===== config.mk =====
export PLATFORM = sky130hd
export DESIGN_NAME = mfs_switch
export DESIGN_NICKNAME = d
export VERILOG_FILES = /design/src/common/mfs_pkg.sv /design/src/core/mfs_switch.sv
export SDC_FILE = /design/constraint.sdc
export NUM_CORES = 1
export LEC_CHECK = 0
export BUFFER_PORTS_ARGS = -buffer_cell sky130_fd_sc_hd__buf_2
export CAP_MARGIN = 0
export CORE_UTILIZATION = 30
export CTS_CLUSTER_SIZE = 12
export DETAILED_ROUTE_END_ITERATION = 6
export PLACE_DENSITY = 0.46
export SLEW_MARGIN = 20
export SYNTH_ARGS = -nofsm -noshare
export SYNTH_HDL_FRONTEND = slang
export SYNTH_SLANG_ARGS = --single-unit

===== constraint.sdc =====
create_clock -name clk -period 8.1 [get_ports clk]
set_input_delay 0.81 -clock clk [delete_from_list [all_inputs] [get_ports clk]]
set_output_delay 0.81 -clock clk [all_outputs]
set_load 0.05 [all_outputs]

===== src/common/mfs_pkg.sv =====
// Package for the multiple-function light switch: widths, timebases, source selects, states
package mfs_pkg;
   localparam int unsigned TIME_W      = 16;
   localparam int unsigned BLK_W       = 4;
   localparam int unsigned N_BLK       = 16;
   localparam int unsigned CLK_MHZ     = 250;
   // Timebase tick lengths in ns
   localparam int unsigned TB_10MS_NS  = 10000000;
   localparam int unsigned TB_1S_NS    = 1000000000;
   localparam int unsigned TB_CLK_NS   = 4;
   localparam int unsigned TB_10MS_CYC = TB_10MS_NS / TB_CLK_NS;
   localparam int unsigned TB_1S_CYC   = TB_1S_NS / TB_CLK_NS;
   localparam int unsigned TB_W        = 28;
   localparam logic [1:0]  TB_SEL_CYC  = 2'h0;
   localparam logic [1:0]  TB_SEL_10MS = 2'h1;
   localparam logic [1:0]  TB_SEL_1S   = 2'h2;
   localparam logic [TIME_W-1:0] TIME_RST = 16'h0000;

   typedef enum logic [3:0] {
      MFS_OFF   = 4'h1,
      MFS_HOLD  = 4'h2,
      MFS_DELAY = 4'h4,
      MFS_PERM  = 4'h8
   } mfs_state_t;
endpackage : mfs_pkg


===== src/core/mfs_switch.sv =====
// Multiple-function light switch: pulse switch with off-delay or permanent light
// What this block does
// - Rising trigger edge while the switch is off sets the output.
// - Trigger held for the permanent-light time gives permanent light, no off-delay.
// - Trigger falling before that time starts the off-delay with elapsed time counting.
// - Output clears when elapsed time equals the off-delay value.
// - Optional warning clears output for its length at off-delay minus lead time.
// - A further trigger while output is active clears output and timing.
// - Reset input clears elapsed time and forces output low.
// - Retentive blocks keep output and time over power loss, others return to defaults.
// - Each time comes from a fixed value or another block's live value, selectable.
`timescale 1ns/1ps
module mfs_switch
   import mfs_pkg::*;
(
   // Clock and reset
   input  wire logic                     clk,
   input  wire logic                     rst_n,
   // Evaluation strobe, one program cycle
   input  wire logic                     eval_en,
   // Function inputs, from logic on this clock
   input  wire logic                     trigger,
   input  wire logic                     reset_in,
   // Retention and power-fail restore
   input  wire logic                     retentive,
   input  wire logic                     power_restore,
   input  wire logic                     saved_out,
   input  wire logic [TIME_W-1:0]        saved_time,
   // Timebase selects
   input  wire logic [1:0]               delay_tb_sel,
   input  wire logic [1:0]               perm_tb_sel,
   // Fixed times
   input  wire logic [TIME_W-1:0]        off_delay_fix,
   input  wire logic [TIME_W-1:0]        perm_time_fix,
   input  wire logic [TIME_W-1:0]        prewarn_lead_fix,
   input  wire logic [TIME_W-1:0]        prewarn_length_fix,
   input  wire logic                     prewarn_en,
   // Live sources from other blocks
   input  wire logic [N_BLK*TIME_W-1:0]  blk_values,
   input  wire logic [3:0]               use_blk,
   input  wire logic [BLK_W-1:0]         off_delay_blk,
   input  wire logic [BLK_W-1:0]         perm_time_blk,
   input  wire logic [BLK_W-1:0]         prewarn_lead_blk,
   input  wire logic [BLK_W-1:0]         prewarn_length_blk,
   // Results
   output logic                          switch_out,
   output logic [TIME_W-1:0]             elapsed_time,
   output logic                          perm_mode
);

   typedef struct packed {
      mfs_state_t        st;
      logic              trg_prev;
      logic              out;
      logic [TIME_W-1:0] elapsed;
      logic [TIME_W-1:0] hold;
      logic [TB_W-1:0]   dly_div;
      logic [TB_W-1:0]   prm_div;
   } mfs_regs_t;

   mfs_regs_t s_q, s_d;

   logic [TIME_W-1:0] par [4];
   logic [TIME_W-1:0] fix [4];
   logic [BLK_W-1:0]  sel [4];
   assign fix = '{off_delay_fix, perm_time_fix, prewarn_lead_fix, prewarn_length_fix};
   assign sel = '{off_delay_blk, perm_time_blk, prewarn_lead_blk, prewarn_length_blk};

   // Each time picks a fixed figure or another block's live value
   for (genvar i = 0; i < 4; i++) begin : g_par
      assign par[i] = use_blk[i] ? blk_values[sel[i]*TIME_W +: TIME_W] : fix[i];
   end

   function automatic logic [TB_W-1:0] tb_len(input logic [1:0] s);
      unique case (s)
         TB_SEL_10MS: tb_len = TB_W'(TB_10MS_CYC);
         TB_SEL_1S:   tb_len = TB_W'(TB_1S_CYC);
         default:     tb_len = TB_W'(1);
      endcase
   endfunction : tb_len

   logic dly_tick, prm_tick, rise, fall;
   logic [TIME_W-1:0] warn_start, warn_end;
   // Off-delay, lead and length share one timebase so the window arithmetic is valid
   assign dly_tick   = (s_q.dly_div >= tb_len(delay_tb_sel) - TB_W'(1));
   assign prm_tick   = (s_q.prm_div >= tb_len(perm_tb_sel) - TB_W'(1));
   assign rise       = trigger && !s_q.trg_prev;
   assign fall       = !trigger && s_q.trg_prev;
   assign warn_start = (par[0] > par[2]) ? par[0] - par[2] : TIME_RST;
   assign warn_end   = warn_start + par[3];

   // One gap test shared by delay entry, counting and restore so all three agree
   function automatic logic in_gap(input logic [TIME_W-1:0] e);
      return prewarn_en && e >= warn_start && e < warn_end && e < par[0];
   endfunction : in_gap

   always_comb begin
      s_d = s_q;
      if (power_restore) begin
         // Power return: retentive keeps saved state, otherwise defaults
         s_d.st       = MFS_OFF;
         s_d.out      = 1'b0;
         s_d.elapsed  = retentive ? saved_time : TIME_RST;
         s_d.trg_prev = 1'b0;
         s_d.hold     = TIME_RST;
         s_d.dly_div  = '0;
         s_d.prm_div  = '0;
         // A saved time short of the end resumes the delay; one already at the end comes back off
         if (retentive && saved_out && saved_time < par[0]) begin
            s_d.st  = MFS_DELAY;
            s_d.out = !in_gap(saved_time);
         end
      end else if (eval_en) begin
         s_d.trg_prev = trigger;
         s_d.dly_div  = dly_tick ? '0 : s_q.dly_div + TB_W'(1);
         s_d.prm_div  = prm_tick ? '0 : s_q.prm_div + TB_W'(1);
         if (reset_in) begin
            // Reset beats any trigger edge seen in the same cycle
            s_d.st      = MFS_OFF;
            s_d.out     = 1'b0;
            s_d.elapsed = TIME_RST;
            s_d.hold    = TIME_RST;
         end else begin
            unique case (s_q.st)
               MFS_OFF: begin
                  if (rise) begin
                     s_d.st      = MFS_HOLD;
                     s_d.out     = 1'b1;
                     s_d.hold    = TIME_RST;
                     s_d.elapsed = TIME_RST;
                     s_d.prm_div = '0;
                  end
               end
               MFS_HOLD: begin
                  if (fall) begin
                     s_d.st      = MFS_DELAY;
                     s_d.elapsed = TIME_RST;
                     s_d.dly_div = '0;
                     // A zero delay has already run out on entry
                     s_d.out     = !in_gap(TIME_RST) && par[0] != TIME_RST;
                  end else if (prm_tick) begin
                     s_d.hold = s_q.hold + TIME_W'(1);
                     if (s_q.hold + TIME_W'(1) >= par[1]) begin
                        s_d.st = MFS_PERM;
                     end
                  end
               end
               MFS_DELAY: begin
                  if (rise) begin
                     s_d.st      = MFS_OFF;
                     s_d.out     = 1'b0;
                     s_d.elapsed = TIME_RST;
                  end else if (s_q.elapsed >= par[0]) begin
                     s_d.st  = MFS_OFF;
                     s_d.out = 1'b0;
                  end else begin
                     if (dly_tick) begin
                        s_d.elapsed = s_q.elapsed + TIME_W'(1);
                     end
                     // Warning gap sits inside the delay; restored once its length is over
                     s_d.out = !in_gap(s_d.elapsed);
                     if (s_d.elapsed >= par[0]) begin
                        s_d.st  = MFS_OFF;
                        s_d.out = 1'b0;
                     end
                  end
               end
               MFS_PERM: begin
                  if (rise) begin
                     s_d.st      = MFS_OFF;
                     s_d.out     = 1'b0;
                     s_d.elapsed = TIME_RST;
                  end
               end
               default: s_d.st = MFS_OFF;
            endcase
         end
      end
   end

   always_ff @(posedge clk) begin
      if (!rst_n) begin
         s_q <= '{st: MFS_OFF, trg_prev: 1'b0, out: 1'b0, elapsed: TIME_RST,
                  hold: TIME_RST, dly_div: '0, prm_div: '0};
      end else begin
         s_q <= s_d;
      end
   end

   assign switch_out   = s_q.out;
   assign elapsed_time = s_q.elapsed;
   assign perm_mode    = s_q.st == MFS_PERM;

   // Checks
   property p_rise_sets;
      @(posedge clk) disable iff (!rst_n)
      (eval_en && !reset_in && !power_restore && s_q.st == MFS_OFF && rise) |=> switch_out;
   endproperty
   a_rise_sets: assert property (p_rise_sets) else $error("rise did not set output");

   property p_reset_clears;
      @(posedge clk) disable iff (!rst_n)
      (eval_en && reset_in && !power_restore) |=> (!switch_out && elapsed_time == TIME_RST);
   endproperty
   a_reset_clears: assert property (p_reset_clears) else $error("reset left output or time");

   property p_perm_holds;
      @(posedge clk) disable iff (!rst_n)
      (perm_mode && !(eval_en && (rise || reset_in)) && !power_restore) |=> (perm_mode && switch_out);
   endproperty
   a_perm_holds: assert property (p_perm_holds) else $error("permanent light dropped");

   property p_fall_delay;
      @(posedge clk) disable iff (!rst_n)
      (eval_en && !reset_in && !power_restore && s_q.st == MFS_HOLD && fall) |=> s_q.st == MFS_DELAY;
   endproperty
   a_fall_delay: assert property (p_fall_delay) else $error("fall did not start delay");

   property p_expire;
      @(posedge clk) disable iff (!rst_n)
      (s_q.st == MFS_DELAY && eval_en && !power_restore
       && (elapsed_time >= par[0] || (dly_tick && elapsed_time + TIME_W'(1) >= par[0]))) |=> !switch_out;
   endproperty
   a_expire: assert property (p_expire) else $error("output not cleared at delay end");

   property p_retrig_clears;
      @(posedge clk) disable iff (!rst_n)
      (eval_en && !reset_in && !power_restore && (s_q.st == MFS_DELAY || perm_mode) && rise)
         |=> (!switch_out && s_q.st == MFS_OFF);
   endproperty
   a_retrig_clears: assert property (p_retrig_clears) else $error("retrigger did not clear");

   property p_warn_gap;
      @(posedge clk) disable iff (!rst_n)
      (s_q.st == MFS_DELAY && prewarn_en && elapsed_time >= warn_start && elapsed_time < warn_end)
         |-> !switch_out;
   endproperty
   a_warn_gap: assert property (p_warn_gap) else $error("output high inside warning gap");

   property p_restore;
      @(posedge clk) disable iff (!rst_n)
      (power_restore && !retentive) |=> (!switch_out && elapsed_time == TIME_RST);
   endproperty
   a_restore: assert property (p_restore) else $error("non-retentive restore kept state");

   c_perm:  cover property (@(posedge clk) disable iff (!rst_n) $rose(perm_mode));
   c_delay: cover property (@(posedge clk) disable iff (!rst_n) s_q.st == MFS_DELAY ##1 s_q.st == MFS_OFF);
   c_warn:  cover property (@(posedge clk) disable iff (!rst_n) s_q.st == MFS_DELAY && $fell(switch_out));
endmodule : mfs_switch


# Word-level counts from Yosys, hierarchy flattened
# Index checks and enable logic that the tools add are counted.
[word_totals]
regBits = 94
input_bits = 369
out_inout_bits = 18
word_cells = 129
[classes]
addsub = 8
order_cmp = 15
eq_ne = 18
shift = 4
mux = 48
bitwise_logic = 1
reduce_logical = 28
[ops]
columns = ["op", "n"]
rows = [
  ["256-bit by 9-bit variable part select with 16-bit output", 4],
  ["16-bit 2-to-1 mux", 16],
  ["94-bit 2-to-1 mux", 2],
  ["28-bit 2-to-1 mux", 6],
  ["28-bit case mux with 2 select lines", 2],
  ["16-bit >= comparator", 5],
  ["17-bit case mux with 4 select lines", 1],
  ["33-bit 2-to-1 mux", 2],
  ["16-bit < comparator", 4],
  ["28-bit by 1-bit adder with 28-bit output (second input constant)", 2],
  ["28-bit >= comparator", 2],
  ["56-bit 2-to-1 mux", 1],
  ["28-bit by 1-bit subtractor with 28-bit output (second input constant)", 2],
  ["17-bit 2-to-1 mux", 3],
  ["4-bit 2-to-1 mux", 9],
  ["16-bit by 1-bit adder with 16-bit output (second input constant)", 2],
  ["1-bit by 16-bit < comparator with 1-bit output (first input constant)", 2],
  ["16-bit case mux with 2 select lines", 1],
  ["16-bit adder", 1],
  ["1-bit by 16-bit >= comparator with 1-bit output (first input constant)", 1],
  ["16-bit greater-than comparator", 1],
  ["4-bit case mux with 4 select lines", 1],
  ["16-bit nonzero test", 1],
  ["16-bit subtractor", 1],
  ["22 further kinds", 50],
]

# Longest topological paths before layout
# Gate-level depths: netlist of the first run.
[logic_depth]
depth_word = 23
ltp_mapped = 36

# Worst setup path after synthesis of the first run
# OpenSTA, ideal clock, no wires.
[synth_timing]
path_type = "in2reg"
start = "input port prewarn_lead_blk[0]"
end = "register s_q, in the netlist switch_out"
t_arrival_ns = 8.670
setup_slack_ns = -0.701
cell_stages = 32
path_cell_list = "clkbuf_1 -> buf_1 -> mux4_2 -> mux4_2 -> mux2i_1 -> ha_1 -> a21o_1 -> a21oi_1 -> o211ai_1 -> and2_1 -> o41ai_1 -> or2_2 -> inv_1 -> ha_1 -> a2111o_1 -> o2111a_1 -> a221oi_1 -> nor2b_1 -> o21a_1 -> a41oi_1 -> a21oi_1 -> xnor2_1 -> ha_1 -> and3_1 -> and3_1 -> and3_1 -> and4b_1 -> and2_1 -> a2111oi_0 -> o2111ai_1 -> a21oi_1 -> a31oi_1"
[synth_via]
elab_chain_len = 16
elab_cells_between_ends = 34
[synth_rtl]
columns = ["element", "line", "text"]
rows = [
  ["start, declared", "mfs_switch.sv:43", "input wire logic [BLK_W-1:0] prewarn_lead_blk,"],
  ["256-bit by 9-bit variable part select with 16-bit output *", "mfs_switch.sv:71", "assign par[i] = use_blk[i] ? blk_values[sel[i]*TIME_W +: TIME_W] : fix[i];"],
  ["16-bit 2-to-1 mux *", "mfs_switch.sv:71", ""],
  ["16-bit subtractor / 16-bit greater-than comparator (equally long branches)", "mfs_switch.sv:89", "assign warn_start = (par[0] > par[2]) ? par[0] - par[2] : TIME_RST;"],
  ["16-bit 2-to-1 mux *", "mfs_switch.sv:89", ""],
  ["16-bit adder / 16-bit >= comparator (equally long branches)", "mfs_switch.sv:90, mfs_switch.sv:94", ""],
  ["16-bit < comparator / 1-bit logical AND (equally long branches)", "mfs_switch.sv:94", "return prewarn_en && e >= warn_start && e < warn_end && e < par[0];"],
  ["1-bit logical AND (2 in series)", "mfs_switch.sv:94", ""],
  ["1-bit zero test", "mfs_switch.sv:161", "s_d.out = !in_gap(s_d.elapsed);"],
  ["1-bit 2-to-1 mux", "mfs_switch.sv:162", "if (s_d.elapsed >= par[0]) begin"],
  ["1-bit 2-to-1 mux", "mfs_switch.sv:153", "end else if (s_q.elapsed >= par[0]) begin"],
  ["17-bit 2-to-1 mux", "mfs_switch.sv:149", "if (rise) begin"],
  ["17-bit case mux with 4 select lines", "mfs_switch.sv:124", "unique case (s_q.st)"],
  ["33-bit 2-to-1 mux", "mfs_switch.sv:117", "if (reset_in) begin"],
  ["94-bit 2-to-1 mux", "mfs_switch.sv:113", "end else if (eval_en) begin"],
  ["94-bit 2-to-1 mux *", "mfs_switch.sv:99", "if (power_restore) begin"],
  ["end signal, assigned", "mfs_switch.sv:183", "s_q <= '{st: MFS_OFF, trg_prev: 1'b0, out: 1'b0, elapsed: TIME_RST,"],
  ["end, declared", "mfs_switch.sv:61", "mfs_regs_t s_q, s_d;"],
]
# Mark *: on every way between the ends. The rest lies on a longest branch, timed or not. The select of a mux whose other input is x is not followed.
# A chain may end at the register's enable or synchronous reset.

# Worst setup path after layout of the first run
[layout_timing]
start = "input port off_delay_blk[0]"
end = "register s_q, in the netlist switch_out"
[layout_via]
elab_chain_len = 16
elab_cells_between_ends = 41
[layout_rtl]
columns = ["element", "line", "text"]
rows = [
  ["start, declared", "mfs_switch.sv:41", "input wire logic [BLK_W-1:0] off_delay_blk,"],
  ["256-bit by 9-bit variable part select with 16-bit output *", "mfs_switch.sv:71", ""],
  ["16-bit 2-to-1 mux *", "mfs_switch.sv:71", ""],
  ["16-bit subtractor / 16-bit greater-than comparator (equally long branches)", "mfs_switch.sv:89", ""],
  ["16-bit 2-to-1 mux", "mfs_switch.sv:89", ""],
  ["16-bit adder / 16-bit >= comparator (equally long branches)", "mfs_switch.sv:90, mfs_switch.sv:94", ""],
  ["16-bit < comparator / 1-bit logical AND (equally long branches)", "mfs_switch.sv:94", ""],
  ["1-bit logical AND (2 in series)", "mfs_switch.sv:94", ""],
  ["1-bit zero test", "mfs_switch.sv:161", ""],
  ["1-bit 2-to-1 mux", "mfs_switch.sv:162", ""],
  ["1-bit 2-to-1 mux", "mfs_switch.sv:153", ""],
  ["17-bit 2-to-1 mux", "mfs_switch.sv:149", ""],
  ["17-bit case mux with 4 select lines", "mfs_switch.sv:124", ""],
  ["33-bit 2-to-1 mux", "mfs_switch.sv:117", ""],
  ["94-bit 2-to-1 mux", "mfs_switch.sv:113", ""],
  ["94-bit 2-to-1 mux *", "mfs_switch.sv:99", ""],
]
# Marks and branches as above.

==> impl_metrics.ini, run 1 <==
[grt]
grt_pass1_vias = 19620
antenna_found_initial = 26
grt_max_degree = 69
grt_overflow_total = 0
gr-usage-all-layers_pct = 25.67
grt_pass1_wl_mm = 126.7

[synth]
synth_edf_count = 0
ys.flop_type = dfxtp_1
synth_seq_cells = 94
yosysSeqAreaShare_pct = 9.737
synthArstFlopShare_pct = 0
post-synth-top-area-cell = mux4_2
synthTopCellsByArea = mux4_2 (35%), ha_1 (14%), dfxtp_1 (9.7%), mux2i_1 (3.8%), a21oi_1 (3.2%)
yosys_warnings = 0
synth.distinct_cells = 76
netlist.area_leader.share_pct = 35.43
syn-instance-count = 1924
avgSynthCellArea_sq_um = 10.04
synth_area_sq_um = 19330

[sta]
fin_hold_ws_ns = 0.4805
fin_skew_ns = 0.01092
finalHoldViolations = 0
max_freq_mhz = 128.9
finalCritPeriodShare_pct = 95.79
worst_pin_slew_ns = 1.103
slew_violations = 0
timing.final.ws_setup_ns = 0.3412
finalCriticalPeriod_ns = 7.759
setup_viol = 0
slew_headroom_pct = 26.17

[clock_tree]
clk-insertion-delay-late_ns = 0.37
clk_pin_slew_ns = 0.08
cts.sinks = 94
h-tree-depth = 3
clk_root_buffer_cell = clkbuf_16
ctsLongestPathBuffers = 2
cts_tree = done
numCtsBuffers = 9
ctsHoldBuffers = 0

[power_and_ir_drop]
peakVddDrop_v = 0.00009906
power_per_cell_area_nw_per_um2 = 121.0
p_leak_nw = 10.28

[die]
top_level_ports = 387
num_rows = 92
die_y_microns = 255.8
die-area_sq_um = 65440
core_sq_um = 63310
die_x_microns = 255.8
start_util_pct = 30.53

[min_path]
hold_class = flop to flop

[outcome]
status = complete, no violations

[routing]
drt_iter0_markers = 1442
drtAntennaViolNets = 0
vias_per_cell = 5.906
drc_errors = 0
firstDrtPassIters = 5
num_vias = 19270
routed_wl_mm = 85.58
wl_per_cell_microns = 26.24

[critical_path]
cp.arrival_ns = 7.98
cp.required_ns = 8.32
crit_top_cell = buf_4
crit_path_top_delay_cell = mux4_2
cp-start-kind = input port
end_kind = flop
crit_type = input port to flop
crit_buf_inv = 8
critPathMaxStageDelay_ns = 0.48
worst_path_dominant_cell_family = compound AO/OA/AOI/OAI gates
cp_max_fo = 13

[placed_design]
place_hpwl_mm = 71.29
pre_cts_slack_ns = -0.5314
dp.cells = 3213
portBuffers = 386
place.gp.congestion = 0.9306

[finish]
final_nets = 2984
layoutNonFillerInstCount = 3262
area_growth_pct = 23.68
drive_above_1_share_pct = 40.54

[job]
maxCapViolations = 0
## path summary, 6_finish.rpt
path,slack [ns],start,end,cells past startpoint
min reg2reg,0.48,s_q[71],s_q[71],2
min,0.48,s_q[71],s_q[71],2
max reg2reg,3.01,s_q[53],switch_out,21
max,0.34,off_delay_blk[0],switch_out,39
## worst min-delay path, stage by stage (launching register included)
cell     delay (ns)
dfxtp_1        0.33
nand2_1        0.06
mux2i_1        0.05
## power by group
group	switching, mW	total, mW	internal (mW)
registers	0.0121	0.480	0.468
logic	1.04	1.98	0.945
clock network	0.212	0.432	0.220
## cell usage in the layout, fill, tap and decap left out, types with 11 or more instances in the layout
cell | netlist | final
nand3_1 | 54 | 54
ha_1 | 218 | 216
diode_2 | 0 | 16
a21oi_1 | 124 | 117
a31oi_1 | 12 | 11
buf_2 | 10 | 382
a22oi_1 | 19 | 19
nor3_1 | 27 | 27
nor2_1 | 126 | 124
clkbuf_16 | 0 | 11
a21o_1 | 48 | 48
dfxtp_1 | 94 | 94
buf_4 | 17 | 193
xnor2_1 | 28 | 28
nor2b_1 | 11 | 11
inv_1 | 68 | 68
nand2_1 | 118 | 117
xor2_1 | 27 | 27
nand2b_1 | 28 | 27
o21a_1 | 18 | 18
a311oi_1 | 35 | 35
conb_1 | 1 | 12
nand4_1 | 27 | 27
mux2i_1 | 73 | 70
a211oi_1 | 26 | 25
nor4_1 | 12 | 12
o21ai_0 | 90 | 85
and3_1 | 38 | 38
mux2_2 | 20 | 20
mux4_2 | 304 | 304
## what timing repair did
action                                  in CTS  in global routing
cloned                                       0                  2
endpoints found under the setup margin       1                  1
gates resized for setup                      3                 38
hold endpoints to repair                     0                  0
setup buffers                                0                 15
pin swaps                                    0                 15
## flip-flops by register name, summed over array words and instances, names as in the netlist
name          count
s_q              77
elapsed_time     16
switch_out        1
## cells by family after synthesis
group	count (synthesis)	share of synthesized area, %
adder cells (fa/ha/maj)	220	14.32
buffers and inverters	211	4.778
other	1	0.01940
AO/OA/AOI/OAI	457	15.75
XOR/XNOR	56	2.609
multiplexers	397	40.37
flip-flops	94	9.737
AND/OR/NAND/NOR	488	12.41
## final cells by class
type,count,area (sq um)
clock buffer,10,239.0
sequential,94,1882
fill,6439,39410
multi-input combinational,1630,16730
clock inverter,6,43.79
antenna,16,40.04
timing repair buffer,590,3643
inverter,70,262.8
tap,846,1059
## through the flow
| stage | utilization, % | total power, mW | instance area (sq um) | TNS (ns) |
|---|---|---|---|---|
| after CTS | 37.18 | 2.842 | 23540 | 0 |
| after floorplan | - | 1.633 | 19440 | 0 |
| after detailed placement | 36.71 | 2.399 | 23240 | -0.5314 |
| final | 37.75 | 2.893 | 23900 | 0 |
| after global placement | 36.71 | 2.366 | 23240 | -0.3056 |
| after global routing | 37.74 | 3.093 | 23890 | -0.005950 |
## cells in the mapped netlist, types with 4 or more instances
master     count
nor4b_1        5
and4_1         8
or2_2          9
a21o_1        48
o21ai_0       90
nand4_1       27
and2_1         8
mux2i_1       73
xor2_1        27
and3_1        38
a21oi_1      124
o21bai_1       4
clkbuf_1      76
dfxtp_1       94
a22oi_1       19
nand2b_1      28
nand3_1       54
a211oi_1      26
o211ai_1       5
xnor2_1       28
ha_1         218
nand2_1      118
or2b_1         6
o2bb2ai_1      4
mux4_2       304
mux2_2        20
nor3_1        27
a311oi_1      35
o31a_1         4
a2111oi_0      6
buf_1         33
o31ai_1        8
nor2_1       126
nor2b_1       11
a41oi_1       10
buf_2         10
inv_1         68
a221oi_1       5
o21a_1        18
nor4_1        12
a31oi_1       12
buf_4         17
## layer usage
metal | up-vias | global-route usage, % | wire length [microns]
met2 | 842 | 44.01 | 42030
met1 | 9501 | 31.63 | 33280
met4 | 10 | 13.39 | 4755
met5 | - | 0 | 66
li1 | 8747 | - | -
met3 | 167 | 2.961 | 5450
Power figures use the tool's default switching activity.
==> run 2: changes to the inputs <==
==> constraint.sdc (replaced) <==
create_clock -name clk -period 8.1 [get_ports clk]
set_input_delay 1.62 -clock clk [delete_from_list [all_inputs] [get_ports clk]]
set_output_delay 1.62 -clock clk [all_outputs]
set_load 0.05 [all_outputs]
==> run 2 against run 1 <==
  * The flow now finishes with violations (negative setup slack)
  * Final area is 7.6% higher
  * Non-clock buffer count grew 208
  * Clock skew hardly changed
  * Maximum frequency decreased by 7.5%
  * Die area unchanged
  * Utilization increased by 2.9 points
  * Clock power grew 10%
  * Global-route usage increased by 0.99 points
  * Critical path depth down 5
  * Critical path type unchanged
  * Critical endpoint unchanged
==> impl_metrics.ini, run 2 (synthesis results as in run 1) <==
[sta]
finalCriticalPeriod_ns = 8.389
timing.final.ws_setup_ns = -0.2888
slew_violations = 0
slew_headroom_pct = 26.42
worst_pin_slew_ns = 1.100
setup_viol = 1
fin_hold_ws_ns = 0.4751
fin_skew_ns = 0.01096
finalCritPeriodShare_pct = 103.6
rsz0062_at_grt = true
finalHoldViolations = 0
max_freq_mhz = 119.2

[placed_design]
dp.cells = 3404
portBuffers = 386
pre_cts_slack_ns = -0.9583
place.gp.congestion = 0.9670
place_hpwl_mm = 74.49
placed_area_sq_um = 24930

[grt]
grt_pass1_wl_mm = 132.1
gr-usage-all-layers_pct = 26.66
antenna_found_initial = 50
grt_max_degree = 69
grt_pass1_vias = 20820
grt_overflow_total = 0

[power_and_ir_drop]
power_frac_clock_pct = 15.1
p_switching_mw = 1.317
seq_power_share_pct = 15.3
p_leak_nw = 11.34
comb_power_share_pct = 69.6
peakVddDrop_v = 0.00007689
power_per_cell_area_nw_per_um2 = 122.7
switching_share_pct = 41.75
power.internal_mw = 1.837

[finish]
post-route-cell-area_sq_um = 25710
layout_commonest_cell = buf_4
regMostFlops = s_q
fillerInstances = 6392
layoutNonFillerInstCount = 3488
final_nets = 3192
area_growth_pct = 33.03
drive_above_1_share_pct = 45.55
final_cell_mix = buf_4 (392), buf_2 (382), mux4_2 (304)
largest_reg_flops = 77
final_util_pct = 40.61

[critical_path]
cp.depth = 34
r2r-start = s_q[28]
critPathMaxStageDelay_ns = 0.54
crit_top_cell = and3_1
end_kind = flop
crit_type = input port to flop
cp.required_ns = 8.36
cp_max_fo = 12
cp.arrival_ns = 8.64
crit_buf_inv = 4
r2r_end = switch_out
r2r_cells = 21
cp-start-kind = input port
timing.critical_path.from = prewarn_lead_blk[0]
r2r_slack_ns = 2.98
crit_path_top_delay_cell = mux4_2
worst_path_dominant_cell_family = compound AO/OA/AOI/OAI gates

[routing]
drtAntennaViolNets = 0
firstDrtPassIters = 5
wl_per_cell_microns = 25.19
vias_per_cell = 5.817
drc_errors = 0
num_vias = 20290
drt_iter0_markers = 1434
routed_wl_mm = 87.87

[die]
die-area_sq_um = 65440
core_sq_um = 63310
die_y_microns = 255.8
top_level_ports = 387
num_rows = 92
start_util_pct = 30.53
die_x_microns = 255.8

[min_path]
min-delay-start = s_q[71]
holdPathEnd = s_q[71]
hold_class = flop to flop
hold_path_depth = 2

[clock_tree]
clk-insertion-delay-late_ns = 0.38
clk_root_buffer_cell = clkbuf_16
cts.sinks = 94
numCtsBuffers = 9
clk_pin_slew_ns = 0.08
h-tree-depth = 3
ctsLongestPathBuffers = 2
cts_tree = done

[outcome]
status = finished with violations
violations = negative setup slack

[job]
maxCapViolations = 0
## run 2: how the worst max path moves through the flow
stage	end	slack, ns
3_3_place_gp	switch_out	-0.85
4_1_cts	switch_out	-0.22
6_report	switch_out	-0.29
3_5_place_dp	switch_out	-0.96
2_1_floorplan	switch_out	-0.27
5_1_grt	switch_out	-0.75
## run 2: timing repair
item | 4_1_cts | 5_1_grt
gates resized for setup | 13 | 9
pin swaps | 7 | 13
hold buffers | 0 | 0
setup endpoints to repair | 1 | 1
cloned | 1 | 0
buffers inserted | 28 | 5
## run 2: layout make-up
type                       count  area [sq um]  area share [%]
clock buffer                   9         225.2          0.8760
clock inverter                 7         92.59          0.3601
timing repair buffer         798          5325           20.71
sequential                    94          1882           7.319
tap                          846          1059           4.117
antenna                       34         85.08          0.3309
multi-input combinational   1630         16780           65.26
inverter                      70         262.8           1.022
## run 2: metal layers
layer | wire length [microns] | GRT usage [%] | up-vias | part of all wire, %
li1 | - | - | 9175 | -
met1 | 34290 | 31.65 | 10060 | 39
met2 | 43230 | 45.90 | 824 | 49
met3 | 5724 | 4.753 | 203 | 6.5
met4 | 4471 | 13.84 | 24 | 5.1
met5 | 160 | 0 | - | 0.18
## run 2: power groups by stage
stage	clock network, mW	registers, mW	logic, mW
after CTS	0.489	0.481	2.15
after floorplan	0	0.488	1.18
after detailed placement	0	0.492	2.07
final	0.477	0.482	2.20
after global placement	0	0.492	2.04
after global routing	0.505	0.483	2.40
## run 2: stage by stage
| stage | power, mW | TNS [ns] |
|---|---|---|
| after floorplan | 1.672 | -0.2685 |
| after global placement | 2.536 | -0.8464 |
| after detailed placement | 2.563 | -0.9583 |
| after CTS | 3.125 | -0.2217 |
| after global routing | 3.383 | -0.7503 |
| final | 3.154 | -0.2888 |
## run 2: tightest hold or removal path: cells and delay by family, from the launching register on
kind	cells	cell delay, ns
flops	1	0.32
simple gates	1	0.06
mux	1	0.05
==> run 3: changes to the inputs <==
CORE_UTILIZATION = 53   (was 30)
PLACE_DENSITY = 0.76   (was 0.46)
==> run 3 against run 2 <==
  * Via count increased by 4.3%
  * Wire length decreased by 9.3%
  * The run ends with design-rule violations, negative setup slack left
  * Setup slack gained 0.090 ns
  * Critical path depth grew 8
==> impl_metrics.ini, run 3 (synthesis results as in run 1) <==
[outcome]
status = finished with violations
violations = design-rule violations, negative setup slack

[critical_path]
r2r-start = s_q[28]
r2r_cells = 21
crit_path_top_delay_cell = mux4_2
crit_end = switch_out
r2r_slack_ns = 3.08
critPathMaxStageDelay_ns = 0.52
cp.required_ns = 8.33
cp_max_fo = 3
crit_top_cell = buf_4
timing.critical_path.from = blk_values[112]
end_kind = flop
cp-start-kind = input port
cp.arrival_ns = 8.53
r2r_end = switch_out
crit_type = input port to flop

[power_and_ir_drop]
power_per_cell_area_nw_per_um2 = 127.3
peakVddDrop_v = 0.0001104
seq_power_share_pct = 15.1
power_frac_clock_pct = 14.3
switching_share_pct = 41.86
p_switching_mw = 1.335
comb_power_share_pct = 70.6
p_leak_nw = 11.11
power.internal_mw = 1.855

[grt]
grt_max_degree = 57
gr-usage-all-layers_pct = 42.72
grt_overflow_total = 0
grt_pass1_wl_mm = 119.3
antenna_found_initial = 33
grt_pass1_vias = 20960

[routing]
routed_wl_mm = 79.70
drc_errors = 4
drt_iter0_markers = 2225
drtAntennaViolNets = 0
wl_per_cell_microns = 26.16
num_vias = 21160
vias_per_cell = 6.946
firstDrtPassIters = 7

[die]
core_sq_um = 35740
die_x_microns = 193.0
num_rows = 69
die-area_sq_um = 37230
top_level_ports = 387
start_util_pct = 54.07
die_y_microns = 193.0

[sta]
slew_headroom_pct = 29.43
max_freq_mhz = 120.5
finalCritPeriodShare_pct = 102.4
fin_skew_ns = 0.01212
timing.final.ws_setup_ns = -0.1984
setup_viol = 1
finalHoldViolations = 0
finalCriticalPeriod_ns = 8.298
slew_violations = 0
rsz0062_at_grt = true
setup_tns_ns = -0.1984
worst_pin_slew_ns = 1.055

[finish]
multi_input_area_sq_um = 17000
area_growth_pct = 29.70
drive_above_1_share_pct = 45.67
regMostFlops = s_q
largest_reg_flops = 77
final_cell_mix = buf_2 (381), buf_4 (337), mux4_2 (304)
fillerInstances = 2662
seq_area_sq_um = 1882
final_util_pct = 70.13
layoutNonFillerInstCount = 3047
final_nets = 3137
layout_commonest_cell = buf_2

[placed_design]
place_hpwl_mm = 63.53
portBuffers = 386
place.gp.congestion = 1.051
dp.cells = 2947

[clock_tree]
clk_root_buffer_cell = clkbuf_16
cts.sinks = 94
clk_pin_slew_ns = 0.08
ctsLongestPathBuffers = 2
h-tree-depth = 3
numCtsBuffers = 9
clk-insertion-delay-late_ns = 0.36
cts_tree = done

[min_path]
hold_class = flop to flop

[job]
maxCapViolations = 0
## run 3: changes by cell type in the layout (fill, tap and decap cells not counted), sizes merged
cell,change
diode,-1
buf,-56
bufbuf,-1
clkbuf,+2
## run 3: layout make-up
class | instances | share of cell area, %
multi-input combinational | 1630 | 67.83
clock buffer | 9 | 0.8985
tap | 461 | 2.301
sequential | 94 | 7.507
inverter | 70 | 1.048
clock inverter | 7 | 0.3494
antenna | 33 | 0.3294
timing repair buffer | 743 | 19.74
## run 3: timing repair
item,CTS,global route
resized for setup,45,41
cloned,3,1
setup endpoints to repair,1,1
buffers inserted,35,11
hold buffers,0,0
pin swaps,34,28
## run 3: per-stage QoR
step                hold slack [ns]  setup slack [ns]  power (mW)  cell area [sq um]
CTS                          0.4972           -0.1982       3.066              24680
finish                       0.5010           -0.1984       3.190              25070
detailed placement           0.4874           -0.7705       2.486              23800
global route                 0.5189           -0.3750       3.349              25050
global placement             0.4607           -0.6389       2.431              23800
floorplan                    0.4473           -0.2685       1.672              19680
## run 3: how the worst min path moves through the flow
stage,start,depth (start not counted),slack (ns),end
floorplan,s_q[71],2,0.45,s_q[71]
global placement,s_q[71],2,0.46,s_q[71]
detailed placement,s_q[60],2,0.49,s_q[60]
CTS,s_q[60],2,0.50,s_q[60]
global route,s_q[60],2,0.52,s_q[60]
finish,s_q[57],2,0.50,s_q[57]
## run 3: layer usage
metal  part of all wire (%)  global-route usage (%)
met5                  0.035                       0
met4                     10                   37.47
met3                    9.7                   8.452
met2                     46                   68.27
met1                     34                   49.06
## run 3: power groups by stage
stage	Clock, mW	Sequential (mW)	Combinational (mW)
after floorplan	0	0.488	1.18
after global placement	0	0.491	1.94
after detailed placement	0	0.491	1.99
after CTS	0.462	0.480	2.12
after global routing	0.475	0.482	2.39
final	0.457	0.481	2.25
## run 3: worst max-delay path, delay by kind of cell
kind / cells / cell delay (ns)
muxes: 3 / 1.25
and+or+nand+nor: 3 / 0.38
adders and majority gates: 3 / 0.63
buffers and inverters: 22 / 2.62
AOI/OAI and AO/OA: 11 / 1.99
